==> config.mk <==
export PLATFORM = sky130hd
export DESIGN_NAME = pmf_msg_filter
export DESIGN_NICKNAME = d
export VERILOG_FILES = /design/src/pmf_pkg.sv /design/src/pmf_fifo_if.sv /design/src/pmf_fifo.sv /design/src/pmf_msg_filter.sv
export SDC_FILE = /design/constraint.sdc
export NUM_CORES = 2
export LEC_CHECK = 0
export BUFFER_PORTS_ARGS = -buffer_cell sky130_fd_sc_hd__buf_2
export CAP_MARGIN = 5
export CORE_MARGIN = 1
export CORE_UTILIZATION = 46
export CTS_CLUSTER_SIZE = 14
export DETAILED_ROUTE_END_ITERATION = 12
export GPL_ROUTABILITY_DRIVEN = 1
export PLACE_DENSITY = 0.66
export SLEW_MARGIN = 10
export SYNTH_ARGS = -nofsm -noshare
export SYNTH_HDL_FRONTEND = slang
export SYNTH_SLANG_ARGS = --single-unit
==> constraint.sdc <==
create_clock -name i_clock -period 3.29 [get_ports i_clock]
set_input_delay 0.987 -clock i_clock [delete_from_list [all_inputs] [get_ports i_clock]]
set_output_delay 0.987 -clock i_clock [all_outputs]
set_load 0.005 [all_outputs]
==> src/pmf_pkg.sv <==
// Constants, register map and frame descriptor types of the PTP message filter
package pmf_pkg;

	// Register port widths
	localparam int unsigned ADDR_W = 16;
	localparam int unsigned DATA_W = 16;

	// Register offsets
	localparam logic [15:0] OFS_CTRL   = 16'h0516;
	localparam logic [15:0] OFS_DOMAIN = 16'h0518;
	localparam logic [15:0] OFS_STATUS = 16'h0600;
	localparam logic [15:0] OFS_DROPS  = 16'h0602;

	// Control register field positions
	localparam int unsigned BIT_UNICAST   = 12;
	localparam int unsigned BIT_ALT_MSTR  = 11;
	localparam int unsigned BIT_ALL_PRIO  = 10;
	localparam int unsigned BIT_SYNC_PAIR = 9;
	localparam int unsigned BIT_DLY_PAIR  = 8;
	localparam int unsigned BIT_PDLY_PAIR = 7;
	localparam int unsigned BIT_AUTO_DROP = 5;
	localparam int unsigned BIT_DOM_CHK   = 4;
	localparam int unsigned BIT_CSUM_EN   = 2;

	// Reset values and writable-bit mask
	localparam logic [15:0] CTRL_RESET   = 16'h1004;
	localparam logic [15:0] CTRL_WMASK   = 16'h1fb4;
	localparam logic [7:0]  DOMAIN_RESET = 8'h00;
	localparam logic [15:0] DROPS_RESET  = 16'h0000;

	// PTP UDP ports (319 event, 320 general)
	localparam logic [15:0] UDP_PORT_EVENT   = 16'h013f;
	localparam logic [15:0] UDP_PORT_GENERAL = 16'h0140;

	// PTP message types
	localparam logic [3:0] MT_SYNC        = 4'h0;
	localparam logic [3:0] MT_DELAY_REQ   = 4'h1;
	localparam logic [3:0] MT_PDELAY_REQ  = 4'h2;
	localparam logic [3:0] MT_PDELAY_RESP = 4'h3;
	localparam logic [3:0] MT_FOLLOW_UP   = 4'h8;
	localparam logic [3:0] MT_DELAY_RESP  = 4'h9;
	localparam logic [3:0] MT_PDELAY_FUP  = 4'ha;

	// Descriptor FIFO depth and source port identity width
	localparam int unsigned FIFO_DEPTH = 16;
	localparam int unsigned SPID_W     = 80;

	// Parsed frame descriptor delivered by the ingress parser
	typedef struct packed {
		logic [7:0]        domain;
		logic [15:0]       seq_id;
		logic [SPID_W-1:0] spid;
		logic [3:0]        msg_type;
		logic [15:0]       udp_dport;
		logic              ptp_reserved_addr;
		logic              is_udp;
		logic              is_ipv4;
		logic              is_ipv6;
		logic              from_host;
		logic              from_active_master;
		logic              modified;
		logic [15:0]       csum_in;
		logic [15:0]       csum_new;
	} pmf_desc_t;

	// Identity kept for request/response pairing
	typedef struct packed {
		logic              vld;
		logic [7:0]        domain;
		logic [15:0]       seq_id;
		logic [SPID_W-1:0] spid;
	} pmf_pair_t;

	// Forwarding verdict of one frame
	typedef struct packed {
		logic        is_ptp;
		logic        use_lookup;
		logic        to_host;
		logic        to_nonhost;
		logic        high_prio;
		logic        drop;
		logic [15:0] csum;
	} pmf_verdict_t;

endpackage : pmf_pkg

==> src/pmf_fifo_if.sv <==
// Valid/ready channel between the descriptor FIFO and the filter
`timescale 1ns/1ns
interface pmf_fifo_if #(
	parameter int unsigned W = 8
);
	logic         push_valid;
	logic         push_ready;
	logic [W-1:0] push_data;
	logic         pop_valid;
	logic         pop_ready;
	logic [W-1:0] pop_data;

	modport fifo (
		input  push_valid, push_data, pop_ready,
		output push_ready, pop_valid, pop_data
	);
	modport user (
		output push_valid, push_data, pop_ready,
		input  push_ready, pop_valid, pop_data
	);
endinterface : pmf_fifo_if

==> src/pmf_fifo.sv <==
// Descriptor FIFO with registered head and registered ready
`timescale 1ns/1ns
module pmf_fifo import pmf_pkg::*; #(
	parameter int unsigned W     = 8,
	parameter int unsigned DEPTH = 16
) (
	// Clock and reset
	input wire logic i_clock,
	input wire logic i_rstn,
	// Channel
	pmf_fifo_if.fifo ch
);
	localparam int unsigned PW = $clog2(DEPTH);

	typedef struct packed {
		logic [DEPTH-1:0][W-1:0] mem;
		logic [PW-1:0]           wptr;
		logic [PW-1:0]           rptr;
		logic [PW:0]             cnt;
		logic                    ready;
		logic                    head_vld;
		logic [W-1:0]            head;
	} pmf_fifo_state_t;

	pmf_fifo_state_t st_ff;
	pmf_fifo_state_t nxt_st;

	logic push;
	logic load;

	// Head register refills from memory whenever it empties or is taken
	always_comb begin
		nxt_st = st_ff;
		push   = ch.push_valid && st_ff.ready;
		load   = (st_ff.cnt != '0) && (!st_ff.head_vld || ch.pop_ready);
		if (ch.pop_ready && st_ff.head_vld) begin
			nxt_st.head_vld = 1'b0;
		end
		if (load) begin
			nxt_st.head     = st_ff.mem[st_ff.rptr];
			nxt_st.head_vld = 1'b1;
			nxt_st.rptr     = PW'(st_ff.rptr + 1'b1);
		end
		if (push) begin
			nxt_st.mem[st_ff.wptr] = ch.push_data;
			nxt_st.wptr            = PW'(st_ff.wptr + 1'b1);
		end
		nxt_st.cnt   = (PW+1)'(st_ff.cnt + {{PW{1'b0}}, push} - {{PW{1'b0}}, load});
		// Registered so the upstream sees back-pressure without a combinational path
		nxt_st.ready = nxt_st.cnt < (PW+1)'(DEPTH);
	end

	always_ff @(posedge i_clock or negedge i_rstn) begin
		if (!i_rstn) begin
			st_ff <= '0;
		end else begin
			st_ff <= nxt_st;
		end
	end

	assign ch.push_ready = st_ff.ready;
	assign ch.pop_valid  = st_ff.head_vld;
	assign ch.pop_data   = st_ff.head;

endmodule : pmf_fifo

==> src/pmf_msg_filter.sv <==
// PTP message classification, forwarding and checksum filter with control registers
// Function
// RQ1: Unicast enabled: UDP port 319/320, non-reserved address is unicast PTP, lookup-forwarded.
// RQ2: Unicast disabled: only multicast (reserved-address) frames are PTP.
// RQ3: Alternate master on: same-domain Sync/Delay_Req from master go to non-host ports.
// RQ4: Alternate master off: discard same-domain ones at host; other domains to non-host.
// RQ5: All-message priority set: every PTP message uses highest-priority queue.
// RQ6: All-message priority clear: only event messages use highest-priority queue.
// RQ7: Sync pairing: Follow_Up reaches host only when matching stored Sync identity.
// RQ8: Delay pairing: Delay_Resp reaches host only when matching stored Delay_Req identity.
// RQ9: Peer pairing: Pdelay_Resp/Follow_Up reach host only when matching Pdelay_Req.
// RQ10: Auto drop: Sync, Follow_Up, Delay_Req dropped while best master unknown.
// RQ11: Domain check: matching domain goes to host, mismatching PTP message dropped.
// RQ12: Checksum on: modified IPv4 frames get recomputed checksum.
// RQ13: Checksum off: modified IPv4 frames get zero checksum.
// RQ14: An IPv4 checksum arriving as zero stays zero.
// RQ15: IPv6/UDP PTP frames always get the updated checksum.
// RQ16: Reset enables unicast and checksum calculation, clears other control fields.
// RQ17: Eight-bit writable domain value is compared with received domain numbers.
// RQ18: Reserved control bits read zero and writes to them do nothing.
//
// The address-and-strobe port was decided locally.
`timescale 1ns/1ns
module pmf_msg_filter import pmf_pkg::*; #(
	parameter int unsigned DEPTH = FIFO_DEPTH
) (
	// Clock and reset
	input  wire logic              i_clock,
	input  wire logic              i_rstn,
	// Register port
	input  wire logic [ADDR_W-1:0] i_addr,
	input  wire logic [DATA_W-1:0] i_wdata,
	input  wire logic              i_wr,
	input  wire logic              i_rd,
	output logic      [DATA_W-1:0] o_rdata,
	// Switch state
	input  wire logic              i_best_master_selection_known,
	// Descriptor input stream
	input  wire logic              i_desc_valid,
	input  wire pmf_desc_t         i_desc,
	output logic                   o_desc_ready,
	// Verdict output stream
	output logic                   o_verdict_valid,
	output pmf_verdict_t           o_verdict,
	input  wire logic              i_verdict_ready
);

	typedef struct packed {
		logic [15:0]  ctrl;
		logic [7:0]   domain;
		logic [15:0]  rdata;
		logic [15:0]  drops;
		pmf_pair_t    sync_id;
		pmf_pair_t    dreq_id;
		pmf_pair_t    pdreq_id;
		logic         out_vld;
		pmf_verdict_t out;
	} pmf_state_t;

	pmf_state_t   st_ff;
	pmf_state_t   nxt_st;

	pmf_fifo_if #(.W($bits(pmf_desc_t))) fch ();

	pmf_fifo #(
		.W     ($bits(pmf_desc_t)),
		.DEPTH (DEPTH)
	) u_fifo (
		.i_clock (i_clock),
		.i_rstn  (i_rstn),
		.ch      (fch)
	);

	pmf_desc_t    d;
	pmf_verdict_t v;
	pmf_pair_t    cur_id;
	logic         take;
	logic         is_unicast;
	logic         is_mcast;
	logic         same_dom;
	logic         is_sync_dreq;
	logic         host_ok;
	logic         nonhost_ok;
	logic         drop_bmc;
	logic         drop_dom;
	logic         pair_fail;

	assign fch.push_valid = i_desc_valid;
	assign fch.push_data  = i_desc;
	assign d              = pmf_desc_t'(fch.pop_data);
	// Output stage advances when it is empty or when the consumer takes the previous verdict
	assign take           = fch.pop_valid && (!st_ff.out_vld || i_verdict_ready);
	assign fch.pop_ready  = take;

	function automatic logic id_match(input pmf_pair_t s, input pmf_pair_t c);
		id_match = s.vld && (s.domain == c.domain) && (s.seq_id == c.seq_id) && (s.spid == c.spid);
	endfunction : id_match

	always_comb begin
		nxt_st = st_ff;
		cur_id = '{vld: 1'b1, domain: d.domain, seq_id: d.seq_id, spid: d.spid};

		// Classification
		is_mcast   = d.ptp_reserved_addr;                                              // RQ2
		is_unicast = st_ff.ctrl[BIT_UNICAST] && d.is_udp && !d.ptp_reserved_addr &&
		             ((d.udp_dport == UDP_PORT_EVENT) || (d.udp_dport == UDP_PORT_GENERAL)); // RQ1
		same_dom     = (d.domain == st_ff.domain);                                     // RQ17
		is_sync_dreq = (d.msg_type == MT_SYNC) || (d.msg_type == MT_DELAY_REQ);

		// Alternate master handling of same-domain Sync/Delay_Req from the active master
		host_ok    = 1'b1;
		nonhost_ok = 1'b1;
		if (is_sync_dreq && d.from_active_master && !d.from_host) begin
			if (st_ff.ctrl[BIT_ALT_MSTR]) begin
				host_ok    = !same_dom;                                                // RQ3
				nonhost_ok = 1'b1;                                                     // RQ3
			end else begin
				host_ok    = !same_dom;                                                // RQ4
				nonhost_ok = !same_dom;                                                // RQ4
			end
		end

		drop_bmc = st_ff.ctrl[BIT_AUTO_DROP] && !i_best_master_selection_known &&
		           (is_sync_dreq || (d.msg_type == MT_FOLLOW_UP));                     // RQ10
		drop_dom = st_ff.ctrl[BIT_DOM_CHK] && !same_dom;                               // RQ11

		// Pairing of responses with the last PTP request that was not dropped
		pair_fail = 1'b0;
		case (d.msg_type)
			MT_FOLLOW_UP: begin
				pair_fail = st_ff.ctrl[BIT_SYNC_PAIR] && !id_match(st_ff.sync_id, cur_id);  // RQ7
			end
			MT_DELAY_RESP: begin
				pair_fail = st_ff.ctrl[BIT_DLY_PAIR] && !id_match(st_ff.dreq_id, cur_id);   // RQ8
			end
			MT_PDELAY_RESP, MT_PDELAY_FUP: begin
				pair_fail = st_ff.ctrl[BIT_PDLY_PAIR] && !id_match(st_ff.pdreq_id, cur_id); // RQ9
			end
			default: begin
				pair_fail = 1'b0;
			end
		endcase

		// Verdict
		v            = '0;
		v.is_ptp     = is_mcast || is_unicast;
		v.use_lookup = !v.is_ptp || is_unicast;                                        // RQ1
		if (v.is_ptp && !is_unicast) begin
			v.drop       = drop_bmc || drop_dom || (!host_ok && !nonhost_ok);          // RQ10 RQ11 RQ4
			v.to_host    = !v.drop && host_ok && !pair_fail && !d.from_host;           // RQ7 RQ8 RQ9 RQ11
			v.to_nonhost = !v.drop && nonhost_ok;                                      // RQ3 RQ4
		end else if (v.is_ptp) begin
			v.drop       = drop_bmc || drop_dom;                                       // RQ10 RQ11
		end
		if (v.is_ptp) begin
			v.high_prio = st_ff.ctrl[BIT_ALL_PRIO] ? 1'b1 : !d.msg_type[3];            // RQ5 RQ6
		end

		// Egress checksum
		if (d.is_ipv6) begin
			v.csum = d.csum_new;                                                       // RQ15
		end else if (d.is_ipv4 && (d.csum_in == 16'h0000)) begin
			v.csum = 16'h0000;                                                         // RQ14
		end else if (d.is_ipv4 && d.modified) begin
			v.csum = st_ff.ctrl[BIT_CSUM_EN] ? d.csum_new : 16'h0000;                  // RQ12 RQ13
		end else begin
			v.csum = d.csum_in;
		end

		// Output stage and pairing memory
		if (st_ff.out_vld && i_verdict_ready) begin
			nxt_st.out_vld = 1'b0;
		end
		if (take) begin
			nxt_st.out     = v;
			nxt_st.out_vld = 1'b1;
			if (v.drop) begin
				nxt_st.drops = 16'(st_ff.drops + 16'h0001);
			end
			if (v.is_ptp && !v.drop) begin
				case (d.msg_type)
					MT_SYNC: begin
						nxt_st.sync_id = cur_id;                                       // RQ7
					end
					MT_DELAY_REQ: begin
						nxt_st.dreq_id = cur_id;                                       // RQ8
					end
					MT_PDELAY_REQ: begin
						nxt_st.pdreq_id = cur_id;                                      // RQ9
					end
					default: begin
						nxt_st.pdreq_id = st_ff.pdreq_id;
					end
				endcase
			end
		end
		// Register writes
		if (i_wr) begin
			case (i_addr)
				OFS_CTRL: begin
					nxt_st.ctrl = i_wdata & CTRL_WMASK;                                // RQ18
				end
				OFS_DOMAIN: begin
					nxt_st.domain = i_wdata[7:0];                                      // RQ17
				end
				OFS_DROPS: begin
					nxt_st.drops = DROPS_RESET;
				end
				default: begin
					nxt_st.ctrl = st_ff.ctrl;
				end
			endcase
		end

		// Register reads, answered in the next cycle; unmapped reads give zero
		nxt_st.rdata = 16'h0000;
		if (i_rd) begin
			case (i_addr)
				OFS_CTRL: begin
					nxt_st.rdata = st_ff.ctrl & CTRL_WMASK;                            // RQ18
				end
				OFS_DOMAIN: begin
					nxt_st.rdata = {8'h00, st_ff.domain};
				end
				OFS_STATUS: begin
					nxt_st.rdata = {11'h000, st_ff.pdreq_id.vld, st_ff.dreq_id.vld,
					                st_ff.sync_id.vld, fch.pop_valid, fch.push_ready};
				end
				OFS_DROPS: begin
					nxt_st.rdata = st_ff.drops;
				end
				default: begin
					nxt_st.rdata = 16'h0000;
				end
			endcase
		end
	end

	always_ff @(posedge i_clock or negedge i_rstn) begin
		if (!i_rstn) begin
			st_ff        <= '0;
			st_ff.ctrl   <= CTRL_RESET;                                                // RQ16
			st_ff.domain <= DOMAIN_RESET;
			st_ff.drops  <= DROPS_RESET;
		end else begin
			st_ff <= nxt_st;
		end
	end

	assign o_rdata         = st_ff.rdata;
	// FIFO's own ready flop: a delayed copy would let pushes and the upstream accept disagree
	assign o_desc_ready    = fch.push_ready;
	assign o_verdict_valid = st_ff.out_vld;
	assign o_verdict       = st_ff.out;

endmodule : pmf_msg_filter

==> summary.md <==
| Metric | Value |
|---|---|
| Status | complete, no violations |
| Internal power | 110000 uW |
| Hold Slack | between 0.2 and 0.3 ns |
| Pin count of the biggest net entering global routing | 151 |
| Most frequent cells in the layout | 3167 x dfrtp_1, 2918 x mux2_2, 815 x mux4_2, 350 x clkbuf_16, 245 x buf_4 |
| Crit path DAT | 4.01 ns |
| Comb power frac | 35.7% |
| Register-to-Register Setup Slack | 0.07 ns |
| Worst slack, placed | -0.321 ns |
| Clk Latency, worst-skew pair | 0.95 ns |
| Post-synth top area cell | dfrtp_1 |
| Initial drt markers | between 5000 and 6000 |
| Num ports | 242 |
| Area Growth Syn to Fin | 15.2% |
| Placed Instances | 12800 |
| Via count | 80000 |
| Psw | 50500 uW |
| Htree depth | 5 |
| Drt pass-1 iters | 8 |
| Worst Path Max Fanout | 9 |
| Startpoint Class | register |
| CTS buffer count | 341 |
| Clock Power Share | 24.6% |
| CP endpoint kind | register |
| Syn Area/Cell | 16.2 um^2 |
| Mapped Area | 142000 um^2 |
| Post-synthesis instance total | 8807 |
| DP Area | around 150000 um^2 |
| Critical path data required time | ~4.1 ns |
| Synth cell types | 59 |
| Share of Yosys cell area claimed by the top area cell type | 55.8% |
| Max Freq | between 0.3 and 0.4 GHz |
| EDFF count, synth | 0 |
| Cell Rows | 203 |
| Core Footprint | 307000 um^2 |
| Die Wd | 558 um |
| Longest Clk Path Bufs | 4 |
| Routed WL | 385 mm |
| Crit path max-delay family | simple AND/OR/NAND/NOR gates |
| Gr ovfl total | 0 |
| Clock-pin slew on the worst setup and hold paths | approximately 0.060 ns |
| Clock root buffer | clkbuf_16 |
| Tightest Pin Transition | 1.04 ns |
| Clock period minus worst slack | roughly 3.2 ns |
| Sw Share | a little under a third |
| Max-cap violations | 0 |
| Post-Syn Nets | 9022 |
| VDD IR-drop max | 0.000690 V |
| Die area | 312000 um^2 |
| Crit path kind | reg -> reg |
| Hold_sp | i_wdata[9] |
| Top post-synthesis cells by area | dfrtp_1 56%, mux2_2 23%, mux4_2 13% |
| FF-to-FF Start | st_ff[390] |
| CTS Sinks | 3173 |
| CTS tree | done |
| Number of port buffers | between 200 and 250 |
| Vias in the first global route | 87200 |
| Nets@finish | 9275 |
| Initial Util | 46.4% |
| Final instance area | 164000 um^2 |
| LEAKAGE | 0.0730 uW |
| CP max-delay cell | dfstp_2 |
| Max-slew violations | 0 |
| Synth warnings | 0 |
| Final setup fails | 0 |
| Register area share after synthesis | 55.8% |
| Post-route setup slack | between 0.07 and 0.08 ns |
| Die height | 558 um |
| Synth Flop Type | dfrtp_1 |
| Slew Limit Headroom | 30.9% |
| Routed Antenna Nets | 0 |
| First-pass GRT wire length | 583 mm |
| Finished Layout Cells | 13500 |
| Clock skew | 0.0715 ns |
| Final hold viol count | 0 |
| DPL Wire Length | 249 mm |
| Yosys reg bits | 3173 |
| Antenna violations before repair | between 70 and 80 |
| Bufs and invs on worst path | 4 |
| Power per Cell Area | 978 nW/um^2 |
| DRC | 0 |
| Period Utilization, post-route | about 98% |
| Commonest non-fill, non-tap cell in the layout | dfrtp_1 |
| Hold WC Path Type | in -> reg |
| Sequential share of power | 39.8% |
| Vias per cell | between 5 and 6 |
| Share of cells above drive strength 1 | 55.3% |
| RePlAce Congestion | 0.937 |
| Asr flop ratio synth | 100% |
| Avg WL per Cell | 28.5 um |
| Worst Setup SP | st_ff[390] |
| Crit-path cells | nor4bb_4 > nand3_2 > a21oi_4 > buf_6 > o21ai_2 > nor3_2 > buf_4 > and4b_4 > buf_12 > clkbuf_16 > mux2_2 |
| Total Routing Usage GR | 24.9% |
| Worst stage delay on the critical path | 0.68 ns |
-- worst paths after layout --
path	to	depth (start not counted)
min in group asynchronous	u_fifo.st_ff[2338]	2
worst max register to register	st_ff[49]	11
worst min-delay path	st_ff[387]	2
worst min register to register	o_verdict[7]	2
worst max-delay path	st_ff[49]	11
max in group asynchronous	u_fifo.st_ff[1259]	4
-- routing by layer --
| layer | GRT usage (%) | part of all wire [%] |
|---|---|---|
| met5 | 0 | 0.081 |
| met1 | 34.5 | 43 |
| met3 | 3.49 | 4.5 |
| met4 | 9.36 | 3.9 |
| met2 | 40.2 | 48 |
-- cells in the mapped netlist, types with 11 or more instances --
cell	count
xnor2_1	135
buf_2	38
mux2_1	12
nand3_1	15
nor2b_1	46
nor2_1	31
nand4_1	50
nand2b_1	71
xor2_1	70
nand2_1	101
a21oi_1	19
buf_4	40
buf_1	59
mux2_4	128
inv_1	81
buf_6	19
a22oi_1	11
a2111o_1	11
and3_1	11
nor4_1	50
o2111ai_1	21
ha_1	12
o22ai_1	22
dfrtp_1	3171
mux2_2	2918
o21ai_0	70
mux2i_1	25
mux4_2	815
clkbuf_1	658
-- power groups by stage --
stage | clock [uW] | combinational, uW | sequential (uW)
4_1_cts | 40200 | 57700 | 63600
3_5_place_dp | 0 | 57400 | 64200
6_report | 39400 | 57200 | 63800
3_3_place_gp | 0 | 56200 | 62800
2_1_floorplan | 0 | 41000 | 60100
5_1_grt | 41800 | 60400 | 65500
-- layout make-up --
cell class	instances	area, um^2
Clock inverter	109	1530
Sequential cell	3173	79400
Clock buffer	509	10100
Inverter	81	304
Antenna cell	70	175
Tap cell	4100	5130
Fill cell	24600	143000
Multi-Input combinational cell	4739	59500
Timing Repair Buffer	724	7900
-- flip-flops by register name, summed over array words and instances (netlist names) --
| name | flops |
|---|---|
| u_fifo.ch.push_ready | 1 |
| o_verdict_valid | 1 |
| o_verdict | 22 |
| u_fifo.st_ff | 2621 |
| u_fifo.ch.pop_valid | 1 |
| u_fifo.ch.pop_data | 163 |
| st_ff | 348 |
| o_rdata | 16 |
-- stage by stage --
| step | power, uW | TNS [ns] | utilization (%) |
|---|---|---|---|
| 3_5_place_dp | 122000 | -60.78 | 49.5 |
| 5_1_grt | 168000 | -0.149 | 53.4 |
| 4_1_cts | 161000 | 0 | 53.3 |
| 2_1_floorplan | 101000 | 0 | - |
| 6_report | 160000 | 0 | 53.4 |
| 3_3_place_gp | 119000 | -65.86 | 49.5 |
-- repair_timing --
item / CTS / global route
setup endpoints to repair: 312 / 259
hold endpoints to repair: 15 / 0
cloned: 0 / 5
hold buffers: 1 / 0
pin swaps: 0 / 1
buffers inserted: 1 / 3
gates resized for setup: 5 / 10
-- cell families (layout without fill, tap and decap cells) --
logic type               Yosys count  in the layout  share of synthesized area [%]
AO/OA/AOI/OAI                    207            207                           1.00
AND/OR/NAND/NOR                  416            416                           1.62
flip-flops                      3173           3173                           55.8
other                              0             70                              0
XOR/XNOR                         205            205                           1.26
multiplexers                    3898           3898                           37.6
buffers and inverters            895           1423                           2.60
adder cells (fa/ha/maj)           13             13                          0.120
(Power assumes the default switching activity.)
